===== src/rtl/dhm_pkg.sv =====
// Package of constants and types for the drive health monitor.
package dhm_pkg;

  // ----------------------------------------------------------------------
  // Timing
  // ----------------------------------------------------------------------
  localparam int unsigned DHM_CLK_HZ = 100_000_000; // System clock rate
  localparam int unsigned DHM_HOUR_S = 3600; // Schedule period in seconds
  localparam longint unsigned DHM_HOUR_CYC = 64'(DHM_HOUR_S) * 64'(DHM_CLK_HZ);
  localparam int unsigned DHM_DELAY_MS = 75; // Longest added command delay
  localparam int unsigned DHM_DELAY_CYC = DHM_DELAY_MS * (DHM_CLK_HZ / 1000);
  localparam int unsigned DHM_TMR_W = 40; // Width of the hour down-counter

  // ----------------------------------------------------------------------
  // Codes
  // ----------------------------------------------------------------------
  localparam logic [7:0] DHM_IEC_PAGE = 8'h1C; // Control mode page
  localparam logic [7:0] DHM_LOG_PAGE = 8'h3E; // Remaining-time log page
  localparam logic [3:0] DHM_EXCEPTION_REPORT_METHOD_SENSE = 4'h1; // Report by sense code
  localparam logic [7:0] DHM_SENSE_KEY = 8'h01; // Recovered error key
  localparam logic [7:0] DHM_SENSE_ASC = 8'h5D; // Failure prediction code
  localparam logic [7:0] DHM_SENSE_ASCQ = 8'h00; // Qualifier

  // ----------------------------------------------------------------------
  // Off-line pass states
  // ----------------------------------------------------------------------
  typedef enum logic [2:0] {
    DHM_IDLE = 3'b001, // Waiting for schedule or force
    DHM_MEAS = 3'b010, // Measuring off-line attributes
    DHM_SAVE = 3'b100 // Saving attribute data to the medium
  } dhm_state_t;

endpackage


===== src/rtl/dhm_attr.sv =====
// One monitored attribute: interval, failure and history counters.
`timescale 1ns/1ns
module dhm_attr
  import dhm_pkg::*;
#(
  parameter int unsigned CNT_W = 16 // Counter width
) (
  input wire logic sys_clk, // System clock
  input wire logic rst_n_sync, // Synchronised reset, active low
  input wire logic enable, // Collection enabled
  input wire logic op_evt, // One operation observed
  input wire logic err_evt, // One error observed
  input wire logic [CNT_W-1:0] interval_len, // Operations per interval
  input wire logic [CNT_W-1:0] err_thresh, // Errors allowed per interval
  input wire logic [CNT_W-1:0] pred_thresh, // History level that predicts
  output logic predict, // History reached threshold
  output logic [CNT_W-1:0] history // History counter value
);

  // ----------------------------------------------------------------------
  // Counter state
  // ----------------------------------------------------------------------
  logic [CNT_W-1:0] ival_reg, ival_next; // Interval counter
  logic [CNT_W-1:0] fail_reg, fail_next; // Failure counter
  logic [CNT_W-1:0] hist_reg, hist_next; // History counter
  logic [CNT_W-1:0] fail_inc; // Failures including this cycle
  logic ival_end; // Interval expires this cycle
  logic bad; // Interval judged unacceptable

  // Next-state: count ops and errors, judge at interval end
  always_comb begin
    ival_next = ival_reg;
    fail_next = fail_reg;
    hist_next = hist_reg;
    fail_inc = fail_reg + CNT_W'(err_evt);
    ival_end = 1'b0;
    bad = 1'b0;
    if (enable) begin
      ival_next = ival_reg + CNT_W'(op_evt);
      fail_next = fail_inc;
      bad = fail_inc > err_thresh;
      ival_end = bad || (op_evt && (ival_reg + 1'b1 >= interval_len));
      if (ival_end) begin
        // Both counters restart regardless of verdict
        ival_next = '0;
        fail_next = '0;
        if (bad) begin
          if (hist_reg != '1) begin
            hist_next = hist_reg + 1'b1;
          end
        end else if (hist_reg != '0) begin
          hist_next = hist_reg - 1'b1; // saturate at zero
        end
      end
    end
  end

  // Registers only
  always_ff @(posedge sys_clk or negedge rst_n_sync) begin
    if (!rst_n_sync) begin
      ival_reg <= '0;
      fail_reg <= '0;
      hist_reg <= '0;
    end else begin
      ival_reg <= ival_next;
      fail_reg <= fail_next;
      hist_reg <= hist_next;
    end
  end

  assign predict = (pred_thresh != '0) && (hist_reg >= pred_thresh);
  assign history = hist_reg;

endmodule


===== src/rtl/dhm_top.sv =====
// Drive health monitor top: scheduling, off-line passes and reporting.
`timescale 1ns/1ns
module dhm_top
  import dhm_pkg::*;
#(
  parameter int unsigned NATTR = 4, // Number of monitored attributes
  parameter int unsigned CNT_W = 16, // Attribute counter width
  parameter longint unsigned HOUR_CYC = DHM_HOUR_CYC, // Cycles per hour
  parameter int unsigned DELAY_CYC = DHM_DELAY_CYC, // Cycles of 75 ms
  parameter int unsigned MEAS_CYC = 64, // Cycles spent measuring
  parameter int unsigned SAVE_CYC = 64 // Cycles spent saving
) (
  input wire logic sys_clk, // System clock, 100 MHz
  input wire logic rst_n, // Asynchronous reset, active low
  input wire logic monitor_disable_bit, // Suspend all monitoring
  input wire logic online_only_bit, // No off-line passes
  input wire logic [3:0] exception_report_method, // Reporting method
  input wire logic host_busy, // Host interface activity
  input wire logic rezero_force_command, // Rezero pulse, forces a pass
  input wire logic log_sense_req, // Log sense request pulse
  input wire logic [7:0] log_sense_page, // Page of the log request
  input wire logic [NATTR-1:0] op_evt, // Operation per attribute
  input wire logic [NATTR-1:0] err_evt, // Error per attribute
  input wire logic [CNT_W-1:0] interval_len, // Interval length
  input wire logic [CNT_W-1:0] err_thresh, // Error threshold
  input wire logic [CNT_W-1:0] pred_thresh, // Predictive threshold
  input wire logic nv_valid, // Stored report present
  input wire logic [7:0] nv_unit, // Stored failing unit
  input wire logic sense_ack, // Host took the sense data
  output logic log_valid, // Log answer pulse
  output logic [DHM_TMR_W-1:0] log_time_left, // Cycles to next pass
  output logic log_bad_page, // Log page not supported
  output logic pass_active, // Off-line pass running
  output logic pass_save, // Saving data to the medium
  output logic pass_done, // Pass completed pulse
  output logic pass_aborted, // Pass aborted pulse
  output logic sense_pending, // Sense report pending
  output logic [7:0] sense_key, // Sense key
  output logic [7:0] sense_asc, // Additional sense code
  output logic [7:0] sense_ascq, // Additional qualifier
  output logic [7:0] failing_unit_field, // Failure type
  output logic nv_write, // Store report pulse
  output logic [7:0] nv_wdata, // Unit to store
  output logic cmd_hold // Delay command for monitor work
);

  // ----------------------------------------------------------------------
  // Reset release
  // ----------------------------------------------------------------------
  logic [1:0] rst_sync_reg; // Two-stage reset release
  logic rst_n_sync; // Synchronised reset

  // Async assert, clocked release
  always_ff @(posedge sys_clk or negedge rst_n) begin
    if (!rst_n) begin
      rst_sync_reg <= 2'h0;
    end else begin
      rst_sync_reg <= {rst_sync_reg[0], 1'b1};
    end
  end
  assign rst_n_sync = rst_sync_reg[1];

  // ----------------------------------------------------------------------
  // Attribute counters
  // ----------------------------------------------------------------------
  logic collect; // On-line collection allowed
  logic [NATTR-1:0] predict; // Per-attribute prediction
  logic [7:0] first_unit; // Lowest predicting attribute

  assign collect = !monitor_disable_bit;

  genvar gi;
  generate
    for (gi = 0; gi < NATTR; gi++) begin : g_attr
      dhm_attr #(.CNT_W(CNT_W)) u_attr (
        .sys_clk(sys_clk),
        .rst_n_sync(rst_n_sync),
        .enable(collect),
        .op_evt(op_evt[gi]),
        .err_evt(err_evt[gi]),
        .interval_len(interval_len),
        .err_thresh(err_thresh),
        .pred_thresh(pred_thresh),
        .predict(predict[gi]),
        .history()
      );
    end
  endgenerate

  // Lowest index predicting attribute, encoded as failure type
  function automatic logic [7:0] dhm_first(input logic [NATTR-1:0] v);
    logic [7:0] r;
    r = 8'h00;
    for (int i = NATTR - 1; i >= 0; i--) begin
      if (v[i]) begin
        r = 8'(i + 1);
      end
    end
    return r;
  endfunction
  assign first_unit = dhm_first(predict);

  // ----------------------------------------------------------------------
  // Hour timer and pass sequencer
  // ----------------------------------------------------------------------
  localparam logic [DHM_TMR_W-1:0] HOUR_LOAD = DHM_TMR_W'(HOUR_CYC - 1);
  localparam logic [15:0] MEAS_LAST = 16'(MEAS_CYC - 1);
  localparam logic [15:0] SAVE_LAST = 16'(SAVE_CYC - 1);

  logic [DHM_TMR_W-1:0] tmr_reg, tmr_next; // Time to next pass
  logic due_reg, due_next; // Pass due, waiting for idle
  dhm_state_t st_reg, st_next; // Pass state
  logic [15:0] step_reg, step_next; // Cycles within a phase
  logic done_next, abort_next; // Completion pulses
  logic offline_ok; // Off-line work permitted

  assign offline_ok = !monitor_disable_bit && !online_only_bit;

  // Next-state for timer, due flag and sequencer
  always_comb begin
    tmr_next = tmr_reg;
    due_next = due_reg;
    st_next = st_reg;
    step_next = step_reg;
    done_next = 1'b0;
    abort_next = 1'b0;
    // Free-running countdown, reload every hour
    if (tmr_reg == '0) begin
      tmr_next = HOUR_LOAD;
      due_next = offline_ok;
    end else begin
      tmr_next = tmr_reg - 1'b1;
    end
    if (!offline_ok) begin
      // Suspended: drop any pending or running pass
      due_next = 1'b0;
      abort_next = st_reg != DHM_IDLE;
      st_next = DHM_IDLE;
    end else if (rezero_force_command) begin
      // Forced pass starts now, whatever the host does
      tmr_next = HOUR_LOAD;
      due_next = 1'b0;
      st_next = DHM_MEAS;
      step_next = '0;
    end else begin
      unique case (st_reg)
        DHM_IDLE: begin
          if (due_reg && !host_busy) begin
            due_next = 1'b0;
            st_next = DHM_MEAS;
            step_next = '0;
          end
        end
        DHM_MEAS: begin
          if (host_busy) begin
            st_next = DHM_IDLE;
            abort_next = 1'b1;
          end else if (step_reg == MEAS_LAST) begin
            st_next = DHM_SAVE;
            step_next = '0;
          end else begin
            step_next = step_reg + 1'b1;
          end
        end
        DHM_SAVE: begin
          if (host_busy) begin
            st_next = DHM_IDLE;
            abort_next = 1'b1;
          end else if (step_reg == SAVE_LAST) begin
            st_next = DHM_IDLE;
            done_next = 1'b1;
          end else begin
            step_next = step_reg + 1'b1;
          end
        end
        default: begin
          st_next = DHM_IDLE;
        end
      endcase
    end
  end

  // Registers only
  always_ff @(posedge sys_clk or negedge rst_n_sync) begin
    if (!rst_n_sync) begin
      tmr_reg <= HOUR_LOAD;
      due_reg <= 1'b0;
      st_reg <= DHM_IDLE;
      step_reg <= 16'h0000;
      pass_done <= 1'b0;
      pass_aborted <= 1'b0;
      pass_active <= 1'b0;
      pass_save <= 1'b0;
    end else begin
      tmr_reg <= tmr_next;
      due_reg <= due_next;
      st_reg <= st_next;
      step_reg <= step_next;
      pass_done <= done_next;
      pass_aborted <= abort_next;
      pass_active <= st_next != DHM_IDLE;
      pass_save <= st_next == DHM_SAVE;
    end
  end

  // ----------------------------------------------------------------------
  // Log sense answer
  // ----------------------------------------------------------------------
  // One-cycle answer: timer value, or flag for other pages
  always_ff @(posedge sys_clk or negedge rst_n_sync) begin
    if (!rst_n_sync) begin
      log_valid <= 1'b0;
      log_time_left <= '0;
      log_bad_page <= 1'b0;
    end else begin
      log_valid <= log_sense_req;
      log_bad_page <= log_sense_req && (log_sense_page != DHM_LOG_PAGE);
      if (log_sense_req && log_sense_page == DHM_LOG_PAGE) begin
        log_time_left <= tmr_reg;
      end
    end
  end

  // ----------------------------------------------------------------------
  // Command delay limiter
  // ----------------------------------------------------------------------
  // Hold is capped so monitor work never delays a command past 75 ms
  logic [31:0] hold_cnt_reg, hold_cnt_next; // Cycles held so far
  logic hold_next; // Next hold level
  always_comb begin
    hold_next = 1'b0;
    hold_cnt_next = '0;
    if (collect && host_busy && pass_active && hold_cnt_reg < DELAY_CYC - 1) begin
      hold_next = 1'b1;
      hold_cnt_next = hold_cnt_reg + 1'b1;
    end else if (host_busy && pass_active) begin
      hold_cnt_next = hold_cnt_reg; // Saturate until idle
    end
  end

  // ----------------------------------------------------------------------
  // Predictive failure report
  // ----------------------------------------------------------------------
  logic pend_next; // Next pending level
  logic [7:0] unit_next; // Next failing unit
  logic nvw_next; // Next store pulse
  logic loaded_reg; // Stored report check done

  // Report new failure, or restore stored one after reset
  always_comb begin
    pend_next = sense_pending;
    unit_next = failing_unit_field;
    nvw_next = 1'b0;
    if (!loaded_reg && nv_valid) begin
      pend_next = 1'b1; // restored after power cycle
      unit_next = nv_unit;
    end else if (collect && exception_report_method == DHM_EXCEPTION_REPORT_METHOD_SENSE
                 && first_unit != 8'h00 && !sense_pending) begin
      pend_next = 1'b1;
      unit_next = first_unit;
      nvw_next = 1'b1;
    end else if (sense_ack) begin
      pend_next = 1'b0;
    end
  end

  // Registers only
  always_ff @(posedge sys_clk or negedge rst_n_sync) begin
    if (!rst_n_sync) begin
      hold_cnt_reg <= '0;
      cmd_hold <= 1'b0;
      loaded_reg <= 1'b0;
      sense_pending <= 1'b0;
      failing_unit_field <= 8'h00;
      nv_write <= 1'b0;
      nv_wdata <= 8'h00;
      sense_key <= 8'h00;
      sense_asc <= 8'h00;
      sense_ascq <= 8'h00;
    end else begin
      hold_cnt_reg <= hold_cnt_next;
      cmd_hold <= hold_next;
      loaded_reg <= 1'b1;
      sense_pending <= pend_next;
      failing_unit_field <= unit_next;
      nv_write <= nvw_next;
      nv_wdata <= unit_next;
      sense_key <= pend_next ? DHM_SENSE_KEY : 8'h00;
      sense_asc <= pend_next ? DHM_SENSE_ASC : 8'h00;
      sense_ascq <= pend_next ? DHM_SENSE_ASCQ : 8'h00;
    end
  end

endmodule


===== config.mk =====
export PLATFORM = sky130hd
export DESIGN_NAME = dhm_top
export DESIGN_NICKNAME = d
export VERILOG_FILES = /design/src/rtl/dhm_pkg.sv /design/src/rtl/dhm_attr.sv /design/src/rtl/dhm_top.sv
export SDC_FILE = /design/constraint.sdc
export NUM_CORES = 1
export LEC_CHECK = 0
export BUFFER_PORTS_ARGS = -buffer_cell sky130_fd_sc_hd__buf_2
export CORE_AREA = 2 2 189 265
export DETAILED_ROUTE_END_ITERATION = 12
export DIE_AREA = 0 0 191 267
export GPL_TIMING_DRIVEN = 0
export PLACE_DENSITY = 0.72
export SKIP_CTS_REPAIR_TIMING = 1
export SLEW_MARGIN = 25
export SYNTH_ARGS = -nofsm -noshare
export SYNTH_HDL_FRONTEND = slang
export SYNTH_SLANG_ARGS = --single-unit
export TNS_END_PERCENT = 5

===== constraint.sdc =====
create_clock -name sys_clk -period 24.4 [get_ports sys_clk]
set_clock_uncertainty 0.15 [all_clocks]
set_input_delay 2.44 -clock sys_clk [delete_from_list [all_inputs] [get_ports sys_clk]]
set_output_delay 2.44 -clock sys_clk [all_outputs]
set_load 0.02 [all_outputs]

# Word level (Yosys, flattened, before mapping)
# Cells that the tools add are included.
word_totals:
  register_bits: 352
  latch_bits: 0
  mem_bits_rw: 0
  rom_bits: 0
  inputBits: 85
  output_inout_bits: 89
  word_cells: 208
  memories: 0
classes:
  addsub: 23
  mul: 0
  div: 0
  n_lt_le_gt_ge: 13
  eq_ne: 23
  shifts: 0
  muxes: 68
  bitwise: 1
  reduce_logical: 48
op_table:
  columns: ["op", "n"]
  rows:
  - ["$mux 16", 26]
  - ["$add 16x1->16 const B", 9]
  - ["$add 16x1->16", 8]
  - ["$ge 16x16->1", 8]
  - ["$mux 40", 3]
  - ["$reduce_bool 16->1", 5]
  - ["$gt 16x16->1", 4]
  - ["$mux 32", 2]
  - ["$ne 16x16->1 const B", 4]
  - ["$sub 16x1->16 const B", 4]
  - ["$pmux 16 s3", 1]
  - ["$logic_not 40->1", 1]
  - ["$sub 40x1->40 const B", 1]
  - ["$add 32x1->32 const B", 1]
  - ["$lt 32x23->1 const B", 1]
  - ["$mux 8", 4]
  - ["$mux 3", 9]
  - ["$mux 1", 21]
  - ["$logic_and 1x1->1", 20]
  - ["$eq 16x6->1 const B", 1]
  - ["$reduce_and 4->1", 4]
  - ["$ne 3x3->1 const B", 4]
  - ["$ne 2x2->1 const B", 5]
  - ["$reduce_bool 2->1", 5]
  - ["16 further kinds", 25]

# Logic depth before layout (Yosys ltp)
# Gate-level depths: netlist of run 1.
depth:
  word_depth: 12
  mapped_depth: 26

# Hierarchy
# Synthesis of run 1 repeated with hierarchy kept, for this count alone.
unflattened:
  hier_cells: 2830
  area_unflattened_um2: 25971.2
by_module_without_submodules:
  columns: ["module", "n_inst", "cells_each", "area_each_um2"]
  rows:
  - ["dhm_attr at g_attr[1].u_attr ...", 2, 524, 4604.4]
  - ["dhm_top", 1, 733, 7684.9]
  - ["dhm_attr at g_attr[0].u_attr", 1, 529, 4548.1]
  - ["dhm_attr at g_attr[2].u_attr", 1, 520, 4529.3]

# Worst setup path before layout of run 1
# OpenSTA, ideal clock, no wires.
synth_timing:
  kind: "input to register"
  from: "input port err_evt[2]"
  to: "register g_attr[2].u_attr.hist_reg[14]"
  setup_ps: 125
  arrival_time_ps: 8529
  slack_ps: 15596
  path_stages: 26
  n_path_buf: 2
  path_cell_list: "ha_1 ha_1 and3_1 and3_1 and3_1 clkbuf_1 and3_1 and3_1 xor2_1 ha_1 or4_1 a21oi_1 o21ai_0 a31o_2 a21oi_1 clkbuf_1 ha_1 a21o_1 a21o_1 a2111oi_0 o21ai_0 a2111oi_0 o31ai_1 a21oi_1 xnor2_1 mux2_2"
synth_via:
  elab_chain_len: 4
synth_rtl:
  columns: ["item", "line_no", "text"]
  rows:
  - ["start, declared", "dhm_top.sv:23", "input wire logic [NATTR-1:0] err_evt,"]
  - ["$add 16x1->16 (*)", "dhm_attr.sv:35", "fail_inc = fail_reg + CNT_W'(err_evt);"]
  - ["$gt 16x16->1 (*)", "dhm_attr.sv:41", "bad = fail_inc > err_thresh;"]
  - ["$ne 2x2->1 (no line), or another cell as far along", null, null]
  - ["$reduce_and 4->1 (no line)", null, null]
  - ["end signal, assigned", "dhm_attr.sv:67", "hist_reg <= hist_next;"]
  - ["end, declared", "dhm_attr.sv:25", "logic [CNT_W-1:0] hist_reg, hist_next;"]
# Every way passes the cells marked *; elsewhere a longest branch is shown, timed or not.
# A chain may end at the register's enable or synchronous reset.

# Worst setup path after layout of run 1
# Ends and elaborated chain as after synthesis.

==> results.txt, run 1 <==
----------------------------------------------------
[Timing]
  Highest clock frequency the design can meet ... 106 MHz
  Transition time of the tightest slew-check pin ... 1.06 ns
  Shortest period the worst path allows ... 9.45 ns
  Fraction of the cycle the final worst path needs ... 38.7%
  RSZ-0062 raised after global routing ... no
  Finish-stage setup viols ... 0
  Final-layout setup total negative slack ... 0 ns
  Max Transition Viols Final ... 0
  Slew margin rel. ... 29.2%
  Final Hold Viols ... 0

[Setup path]
  Crit path launch type ... input port
  Kind of critical path ... input port to register
  Peak per-stage delay on the critical path ... 0.66 ns
  WP data required ... 24.68 ns
  Family of cells with the greatest summed delay on the critical path ... compound AO/OA/AOI/OAI gates
  Crit path max-delay cell type ... clkbuf_2
  Dominant cell type by count on the critical path ... and3_1
  Crit path buffers/inverters ... 3
  Data arrival, critical path ... 9.74 ns
  Crit-path max FO ... 24
  Worst Setup End Kind ... register

[Placement]
  Placed inst area ... 0.0259 mm2
  Number of input and output port buffers inserted ... 155
  Detailed-placement wirelength estimate ... 46.9 mm
  Gpl congestion ... 0.915

[Clock network]
  H-tree levels ... 2
  Max Root-Sink Buffers ... 3
  TritonCTS clock tree ... yes
  Number of clock buffers inserted by TritonCTS ... 38
  Clock-pin slew on the worst setup and hold paths ... 0.06 ns
  Root Buffer ... clkbuf_16
  Clock net sink count ... 344
  Insertion delay of the later-clocked pin in the worst-skew pair ... 0.55 ns

[Finish]
  Area growth, synth to finish ... 13.6%
  Final core utilization ... 56.2%
  Number of nets in the final layout ... 3182
  Most common cell after layout, fill and taps aside ... dfrtp_1
  Commonest cells after routing, fill and taps aside ... dfrtp_1 (318), ha_1 (272), nand2_1 (235)
  Fraction of layout instances using a drive strength above 1 ... 14.2%
  Final design instance area without fill ... 0.0273 mm2

[Logic synthesis]
  Post-synth top flop ... dfrtp_1
  Synthesized instance count ... 2601
  Warning count from the yosys run ... 0
  Avg Cell Area, Syn ... 9.25 um2
  Share of Yosys cell area claimed by the top area cell type ... 33.2%
  Portion of the post-synthesis area used by sequential elements ... 35.9%
  Netlist cell types ... 72
  Flip-flop and latch count after synthesis ... 344
  Proportion of register bits with asynchronous set or reset after synthesis ... 100%
  Post-synth EDFFs ... 0
  Synth area leader ... dfrtp_1
  Post-synthesis cell area ... 0.0241 mm2
  Leading post-synthesis cells by cell area ... dfrtp_1 (33%), ha_1 (14%), xnor2_1 (5.2%)

[Floorplanning]
  Die Area ... 0.0510 mm2
  Starting Density ... 49.5%
  Number of placement rows ... 96
  Die Width ... 191 um
  Placeable Area ... 0.0486 mm2
  Number of top-level design ports ... 174
  Height of the die ... 267 um

[Global route]
  Initial antenna violation count ... 1
  Vias in the first global route ... 20949
  Total routing usage reported by global routing ... 24.7%
  Overflow after GRT ... 0
  Maximum number of pins on one net before global-route repair ... 55
  Wire length of the first global-routing pass ... 103 mm

[Power]
  Ratio of total power to cell area ... 57.3 mW/mm2
  Switching share of power ... 28.5%
  Net switching power of the design ... 0.000446 W
  Maximum vdd drop ... 0.0621 mV
  Share of total power in the clock network ... 41.7%
  Reg power frac ... 41.9%
  Leakage power ... 13.4 nW
  Gate power share ... 16.4%
  Internal power component ... 0.00112 W
  Total power after layout ... 0.00157 W

[Flow run]
  Number of maximum-capacitance constraint violations ... 0

[Routing]
  Sum of routed wire length over all layers ... 62.9 mm
  Count of routing violations after the opening detailed-route iteration ... 1269
  Detailed-route via count ... 20540
  Average detailed-routed wire length per instance ... 18.0 um
  DRC violations left ... 0
  Drt via density ... 5.89
  Residual antenna-violating net count after detailed routing ... 0
  1st-pass router iterations ... 6

[Hold path]
  Hold crit path type ... register to asynchronous set/reset pin

[Outcome]
  Status ... finished, final reports clean

----------------------------------------------------
-- cell usage after synthesis, types with 53 or more instances --
| library cell | number |
|---|---|
| a21oi_1 | 87 |
| and3_1 | 78 |
| clkbuf_1 | 64 |
| dfrtp_1 | 319 |
| ha_1 | 272 |
| inv_1 | 81 |
| mux2_2 | 87 |
| nand2_1 | 235 |
| nand2b_1 | 55 |
| nand3_1 | 109 |
| nand4_1 | 57 |
| nor2_1 | 194 |
| nor3_1 | 53 |
| o21ai_0 | 211 |
| xnor2_1 | 143 |
| xor2_1 | 100 |
-- final timing paths --
kind                            cells after the start                         start  slack [ns]                           end
worst max-delay path                               27                    err_evt[2]       14.95  g_attr[2].u_attr.history[14]
min in group sys_clk                                0               rst_sync_reg[0]        0.21               rst_sync_reg[1]
worst min-delay path                                0               rst_sync_reg[1]        0.06             log_time_left[33]
worst max register to register                     26  g_attr[2].u_attr.fail_reg[0]       16.56  g_attr[2].u_attr.history[14]
worst min register to register                      0               rst_sync_reg[1]        0.06             log_time_left[33]
max in group asynchronous                           1                         rst_n       22.48               rst_sync_reg[1]
-- layout make-up --
| type | count | area (um2) |
|---|---|---|
| fillers | 4300 | 21300 |
| multi-input cells | 2089 | 14700 |
| flip-flops and latches | 344 | 8640 |
| clock buffers | 56 | 1150 |
| repair buffers | 162 | 961 |
| well taps | 637 | 797 |
| plain buffers | 103 | 510 |
| inverters | 83 | 312 |
| clock inverters | 13 | 269 |
| diodes | 1 | 2.50 |
-- power groups by stage --
stage,logic [W],clock network [W],registers [W]
final,0.000256,0.000653,0.000656
after global routing,0.000292,0.000688,0.000662
after CTS,0.000256,0.000665,0.000655
after detailed placement,0.000254,0,0.000665
after global placement,0.000227,0,0.000674
after floorplan,0.000166,0,0.000667
-- worst reg2reg max path, stage by stage, from the launching register on --
cell,delay (ns)
dfrtp_1,0.38
ha_1,0.21
ha_1,0.25
and3_1,0.23
and3_1,0.25
and3_1,0.19
clkbuf_1,0.14
and3_1,0.22
and3_1,0.19
xor2_1,0.17
ha_1,0.20
or4_1,0.46
a21oi_1,0.12
o21ai_0,0.10
a31o_2,0.24
a21oi_1,0.54
clkbuf_2,0.66
ha_1,0.41
a21o_1,0.18
a21o_1,0.20
a2111oi_0,0.65
o21ai_0,0.22
a2111oi_0,0.66
o31ai_1,0.16
a21oi_1,0.20
xnor2_1,0.08
mux2_2,0.26
-- stage by stage --
stage                     cells  setup slack [ns]  hold slack (ns)
final                      3488             14.95           0.0578
after global routing       3488             14.65           0.0775
after CTS                  3487             15.03           0.0671
after detailed placement   3418             14.48           0.0689
after global placement     3411              9.83            0.188
after floorplan            2619             14.00            0.181
-- per-layer routing --
layer | part of all wire, % | vias to the layer above | GRT usage (%)
li1 | - | 9755 | -
met4 | 4.1 | 0 | 11.4
met2 | 52 | 497 | 44.9
met1 | 40 | 10118 | 28.5
met5 | 0 | - | 0
met3 | 4.0 | 170 | 3.38
-- logic make-up (layout without fill, tap and decap cells) --
logic type      count (synthesis)  count (layout)  synth area share [%]
compound gates                516             516                  13.3
xor+xnor                      243             243                  8.84
fa+ha+maj                     276             276                  14.5
buf+inv                       186             417                  3.41
flops                         344             344                  35.9
mux                            98              98                  4.53
other cells                     2              21                0.0312
simple gates                  936             936                  19.5
Power figures use the tool's default switching activity.
==> run 2, diff against run 1 <==
clock period = 9.6 ns   (was 24.4 ns; I/O delays follow)
==> run 2 against run 1 <==
- total power is 150% higher
- register-to-register slack worse by 15 ns
- die area stayed put
- highest routed layer is now met5
==> results.txt, run 2 (synthesis gave the netlist of run 1 again) <==
----------------------------------------------------
[Setup path]
  Family of cells with the greatest summed delay on the critical path ... compound AO/OA/AOI/OAI gates
  Worst flop-to-flop path startpoint ... g_attr[2].u_attr.fail_reg[0]
  Crit-path max FO ... 24
  Endpoint of the most critical register-to-register path ... g_attr[2].u_attr.history[14]
  Destination of the critical timing path ... g_attr[2].u_attr.history[14]
  Launching instance or port of the critical path ... err_evt[2]
  WP data required ... 9.88 ns
  Data arrival, critical path ... 8.04 ns
  Crit path launch type ... input port
  Worst path depth ... 27
  Dominant cell type by count on the critical path ... and3_1
  Peak per-stage delay on the critical path ... 0.60 ns
  Depth of the worst register-to-register path ... 26
  Crit path buffers/inverters ... 3
  Reg2reg setup slack ... 1.99 ns
  Worst Setup End Kind ... register
  Crit path max-delay cell type ... clkbuf_2
  Kind of critical path ... input port to register

[Routing]
  Drt via density ... 5.81
  Detailed-route via count ... 20265
  1st-pass router iterations ... 5
  DRC violations left ... 0
  Sum of routed wire length over all layers ... 62.0 mm
  Count of routing violations after the opening detailed-route iteration ... 1220
  Average detailed-routed wire length per instance ... 17.8 um
  Residual antenna-violating net count after detailed routing ... 0

[Floorplanning]
  Placeable Area ... 0.0486 mm2
  Die Area ... 0.0510 mm2
  Number of top-level design ports ... 174
  Number of placement rows ... 96
  Starting Density ... 49.5%
  Height of the die ... 267 um
  Die Width ... 191 um

[Global route]
  Wire length of the first global-routing pass ... 101 mm
  Initial antenna violation count ... 1
  Vias in the first global route ... 20257
  Maximum number of pins on one net before global-route repair ... 56
  Total routing usage reported by global routing ... 24.3%
  Overflow after GRT ... 0

[Placement]
  Detailed-placement wirelength estimate ... 46.9 mm
  Placement Setup Slack ... 1.33 ns
  Gpl congestion ... 0.903
  Placed inst area ... 0.0259 mm2
  Number of input and output port buffers inserted ... 155

[Power]
  Leakage power ... 13.3 nW
  Maximum vdd drop ... 0.147 mV
  Ratio of total power to cell area ... 144 mW/mm2
  Total power after layout ... 0.00391 W

[Outcome]
  Status ... finished, final reports clean

[Finish]
  Commonest cells after routing, fill and taps aside ... dfrtp_1 (318), ha_1 (272), nand2_1 (235)
  Area growth, synth to finish ... 13.3%
  Most common cell after layout, fill and taps aside ... dfrtp_1
  Fraction of layout instances using a drive strength above 1 ... 14.2%
  Diode insertion count for antenna repair ... 0
  Final design instance area without fill ... 0.0273 mm2
  Number of nets in the final layout ... 3183

[Clock network]
  Root Buffer ... clkbuf_16
  Number of clock buffers inserted by TritonCTS ... 39
  Insertion delay of the later-clocked pin in the worst-skew pair ... 0.55 ns
  H-tree levels ... 2
  Clock-pin slew on the worst setup and hold paths ... 0.07 ns
  Clock net sink count ... 344
  TritonCTS clock tree ... yes
  Max Root-Sink Buffers ... 3

[Timing]
  Transition time of the tightest slew-check pin ... 0.919 ns
  Slew margin rel. ... 38.7%
  Shortest period the worst path allows ... 7.76 ns
  Worst hold margin ... 0.0375 ns
  Final Hold Viols ... 0
  Max Transition Viols Final ... 0
  Fraction of the cycle the final worst path needs ... 80.9%
  RSZ-0062 raised after global routing ... no
  Final-layout setup total negative slack ... 0 ns
  Highest clock frequency the design can meet ... 129 MHz
  Post-layout worst setup margin ... 1.84 ns
  Finish-stage setup viols ... 0

[Hold path]
  Hold crit path type ... input port to asynchronous set/reset pin

[Flow run]
  Number of maximum-capacitance constraint violations ... 0

----------------------------------------------------
==> run 2: cell count changes in the layout (fill, tap and decap cells not counted) <==
cell        change
clkbuf_1        +1
clkinv_2        +1
buf_16          -1
diode_2         -1
clkinv_8        -1
clkinv_4        +3
clkbuf_16       +1
bufinv_16       -2
clkinvlp_4      +2
buf_12          +1
clkbuf_8        -5
clkbuf_2        +1
==> run 2: cell type report <==
cell class              count  area, um2
plain buffers             103        512
clock buffers              54       1110
clock inverters            16        239
fillers                  4286      21400
inverters                  83        312
multi-input cells        2089      14700
flip-flops and latches    344       8640
well taps                 637        797
repair buffers            162        953
==> run 2: worst register-to-register path, stage by stage, from the launching register on <==
cell	delay (ns)
dfrtp_1	0.38
ha_1	0.21
ha_1	0.26
and3_1	0.21
and3_1	0.24
and3_1	0.19
clkbuf_1	0.14
and3_1	0.22
and3_1	0.19
xor2_1	0.18
ha_1	0.21
or4_1	0.47
a21oi_1	0.12
o21ai_0	0.10
a31o_2	0.25
a21oi_1	0.50
clkbuf_2	0.60
ha_1	0.39
a21o_1	0.18
a21o_1	0.21
a2111oi_0	0.56
o21ai_0	0.20
a2111oi_0	0.60
o31ai_1	0.16
a21oi_1	0.22
xnor2_1	0.09
mux2_2	0.26
==> run 2: power by group <==
part	internal (W)	total [W]	switching (W)
Clock	0.000952	0.00159	0.000642
Sequential	0.00155	0.00167	0.000122
Combinational	0.000273	0.000649	0.000376
==> run 2: metrics by stage <==
step	cells	util, %
2_1_floorplan	2619	-
3_5_place_dp	3418	53.3
6_report	3488	56.0
3_3_place_gp	3411	52.9
5_1_grt	3488	56.0
4_1_cts	3488	56.0
==> run 2: worst min path at each step <==
stage / slack, ns / end / cells after the start
after floorplan: 0.18 / rst_sync_reg[1] / 0
after global placement: 0.19 / rst_sync_reg[1] / 0
after detailed placement: 0.19 / g_attr[0].u_attr.history[6] / 0
after CTS: 0.01 / rst_sync_reg[1] / 1
after global routing: 0.02 / rst_sync_reg[1] / 1
final: 0.04 / rst_sync_reg[0] / 1
==> run 2: routing by layer <==
metal	part of all wire [%]	global-route usage (%)	vias up	routed length, um
li1	-	-	9750	-
met1	40	28.0	9880	24700
met2	52	44.5	457	32100
met3	3.8	3.00	176	2330
met4	4.6	11.3	2	2850
met5	0.019	0	-	12
==> run 3, diff against run 2 <==
clock period = 8.1 ns   (was 9.6 ns; I/O delays follow)
==> run 3 against run 2 <==
- total power grew 18%
- largest power group unchanged
- global-route usage unchanged
- wire length is 0.11% lower
- non-clock buffer count grew 1
- design area about the same
- count of clock-buffer cells in the layout unchanged
- clock power increased by 19%
- utilization barely moved
- worst hold slack improved by 0.13 ns
- critical path depth unchanged
==> results.txt, run 3 (synthesis gave the netlist of run 1 again) <==
----------------------------------------------------
[Routing]
  Drt via density ... 5.81
  1st-pass router iterations ... 5
  Count of routing violations after the opening detailed-route iteration ... 1186
  Detailed-route via count ... 20269
  Sum of routed wire length over all layers ... 62.0 mm
  Average detailed-routed wire length per instance ... 17.8 um
  DRC violations left ... 0
  Residual antenna-violating net count after detailed routing ... 0

[Timing]
  Final Hold Viols ... 0
  Transition time of the tightest slew-check pin ... 0.914 ns
  Shortest period the worst path allows ... 7.57 ns
  RSZ-0062 raised after global routing ... no
  Finish-stage setup viols ... 0
  Slew margin rel. ... 39.1%
  Max Transition Viols Final ... 0
  Fraction of the cycle the final worst path needs ... 93.5%
  Highest clock frequency the design can meet ... 132 MHz
  Post-layout worst setup margin ... 0.528 ns
  Final-layout setup total negative slack ... 0 ns

[Setup path]
  Crit path max-delay cell type ... a2111oi_0
  Data arrival, critical path ... 7.85 ns
  Worst Setup End Kind ... register
  Family of cells with the greatest summed delay on the critical path ... compound AO/OA/AOI/OAI gates
  Crit-path max FO ... 24
  Reg2reg setup slack ... 0.53 ns
  Kind of critical path ... input port to register
  Crit path launch type ... input port
  Dominant cell type by count on the critical path ... and3_1
  Crit path buffers/inverters ... 3
  Peak per-stage delay on the critical path ... 0.60 ns
  WP data required ... 8.38 ns

[Clock network]
  Clock net sink count ... 344
  H-tree levels ... 2
  Max Root-Sink Buffers ... 3
  Root Buffer ... clkbuf_16
  Clock-pin slew on the worst setup and hold paths ... 0.07 ns
  Insertion delay of the later-clocked pin in the worst-skew pair ... 0.55 ns
  Number of clock buffers inserted by TritonCTS ... 39
  TritonCTS clock tree ... yes

[Global route]
  Total routing usage reported by global routing ... 24.3%
  Fraction of met2 tracks used by global routing ... 44.5%
  Most used routing layer ... met2
  Vias in the first global route ... 20257
  Wire length of the first global-routing pass ... 101 mm
  Maximum number of pins on one net before global-route repair ... 56
  M1 GR Usage ... 28.0%
  Overflow after GRT ... 0
  Global-route met3 utilization ... 3.00%
  Initial antenna violation count ... 1

[Finish]
  Final cell count without fillers ... 3489
  Diode insertion count for antenna repair ... 0
  Commonest cells after routing, fill and taps aside ... dfrtp_1 (318), ha_1 (272), nand2_1 (235)
  Fraction of layout instances using a drive strength above 1 ... 14.2%
  Most common cell after layout, fill and taps aside ... dfrtp_1
  Area growth, synth to finish ... 13.3%
  Number of nets in the final layout ... 3184

[Floorplanning]
  Number of top-level design ports ... 174
  Number of placement rows ... 96
  Die Width ... 191 um
  Placeable Area ... 0.0486 mm2
  Die Area ... 0.0510 mm2
  Starting Density ... 49.5%
  Height of the die ... 267 um

[Placement]
  Number of input and output port buffers inserted ... 155
  # placed instances ... 3418
  Gpl congestion ... 0.903
  Detailed-placement wirelength estimate ... 46.9 mm
  Placement Setup Slack ... -0.0214 ns

[Power]
  Leakage power ... 13.3 nW
  Gate power share ... 16.6%
  Net switching power of the design ... 0.00135 W
  Ratio of total power to cell area ... 170 mW/mm2
  Reg power frac ... 42.7%
  Total power after layout ... 0.00463 W
  Maximum vdd drop ... 0.174 mV
  Internal power component ... 0.00329 W
  Share of total power in the clock network ... 40.7%
  Switching share of power ... 29.1%

[Outcome]
  Status ... finished, final reports clean

[Flow run]
  Number of maximum-capacitance constraint violations ... 0

[Hold path]
  Hold crit path type ... register to asynchronous set/reset pin

----------------------------------------------------
==> run 3: cell type report <==
class / count / area, um2
Fill cell: 4285 / 21400
Buffer: 103 / 512
Sequential cell: 344 / 8640
Tap cell: 637 / 797
Timing Repair Buffer: 163 / 963
Clock inverter: 16 / 239
Multi-Input combinational cell: 2089 / 14700
Inverter: 83 / 312
Clock buffer: 54 / 1110
==> run 3: power by group through the flow <==
| stage | clock network [W] | logic [W] | registers [W] |
|---|---|---|---|
| 2_1_floorplan | 0 | 0.000501 | 0.00201 |
| 3_3_place_gp | 0 | 0.000682 | 0.00203 |
| 3_5_place_dp | 0 | 0.000763 | 0.00201 |
| 4_1_cts | 0.00192 | 0.000768 | 0.00197 |
| 5_1_grt | 0.00199 | 0.000876 | 0.00200 |
| 6_report | 0.00189 | 0.000768 | 0.00198 |
==> run 3: stage by stage <==
stage / util, % / hold slack (ns) / cell area, um2
2_1_floorplan: - / 0.181 / 24100
3_3_place_gp: 52.9 / 0.186 / 25700
3_5_place_dp: 53.3 / 0.189 / 25900
4_1_cts: 56.0 / -0.137 / 27300
5_1_grt: 56.1 / 0.215 / 27300
6_report: 56.1 / 0.172 / 27300
==> run 3: routing by layer <==
layer | wire [um] | share of wire (%)
met4 | 2840 | 4.6
met3 | 2480 | 4.0
met1 | 24600 | 40
met2 | 32000 | 52
met5 | 12 | 0.019
==> run 3: final timing paths <==
check	end	cells after the start	startpoint
setup reg to reg	g_attr[2].u_attr.history[14]	26	g_attr[2].u_attr.fail_reg[0]
min in group sys_clk	rst_sync_reg[1]	0	rst_sync_reg[0]
hold / removal	g_attr[0].u_attr.history[6]	0	rst_sync_reg[1]
max in group asynchronous	st_reg[0]	3	rst_sync_reg[1]
hold reg to reg	g_attr[0].u_attr.history[6]	0	rst_sync_reg[1]
setup / recovery	g_attr[2].u_attr.history[14]	27	err_evt[2]
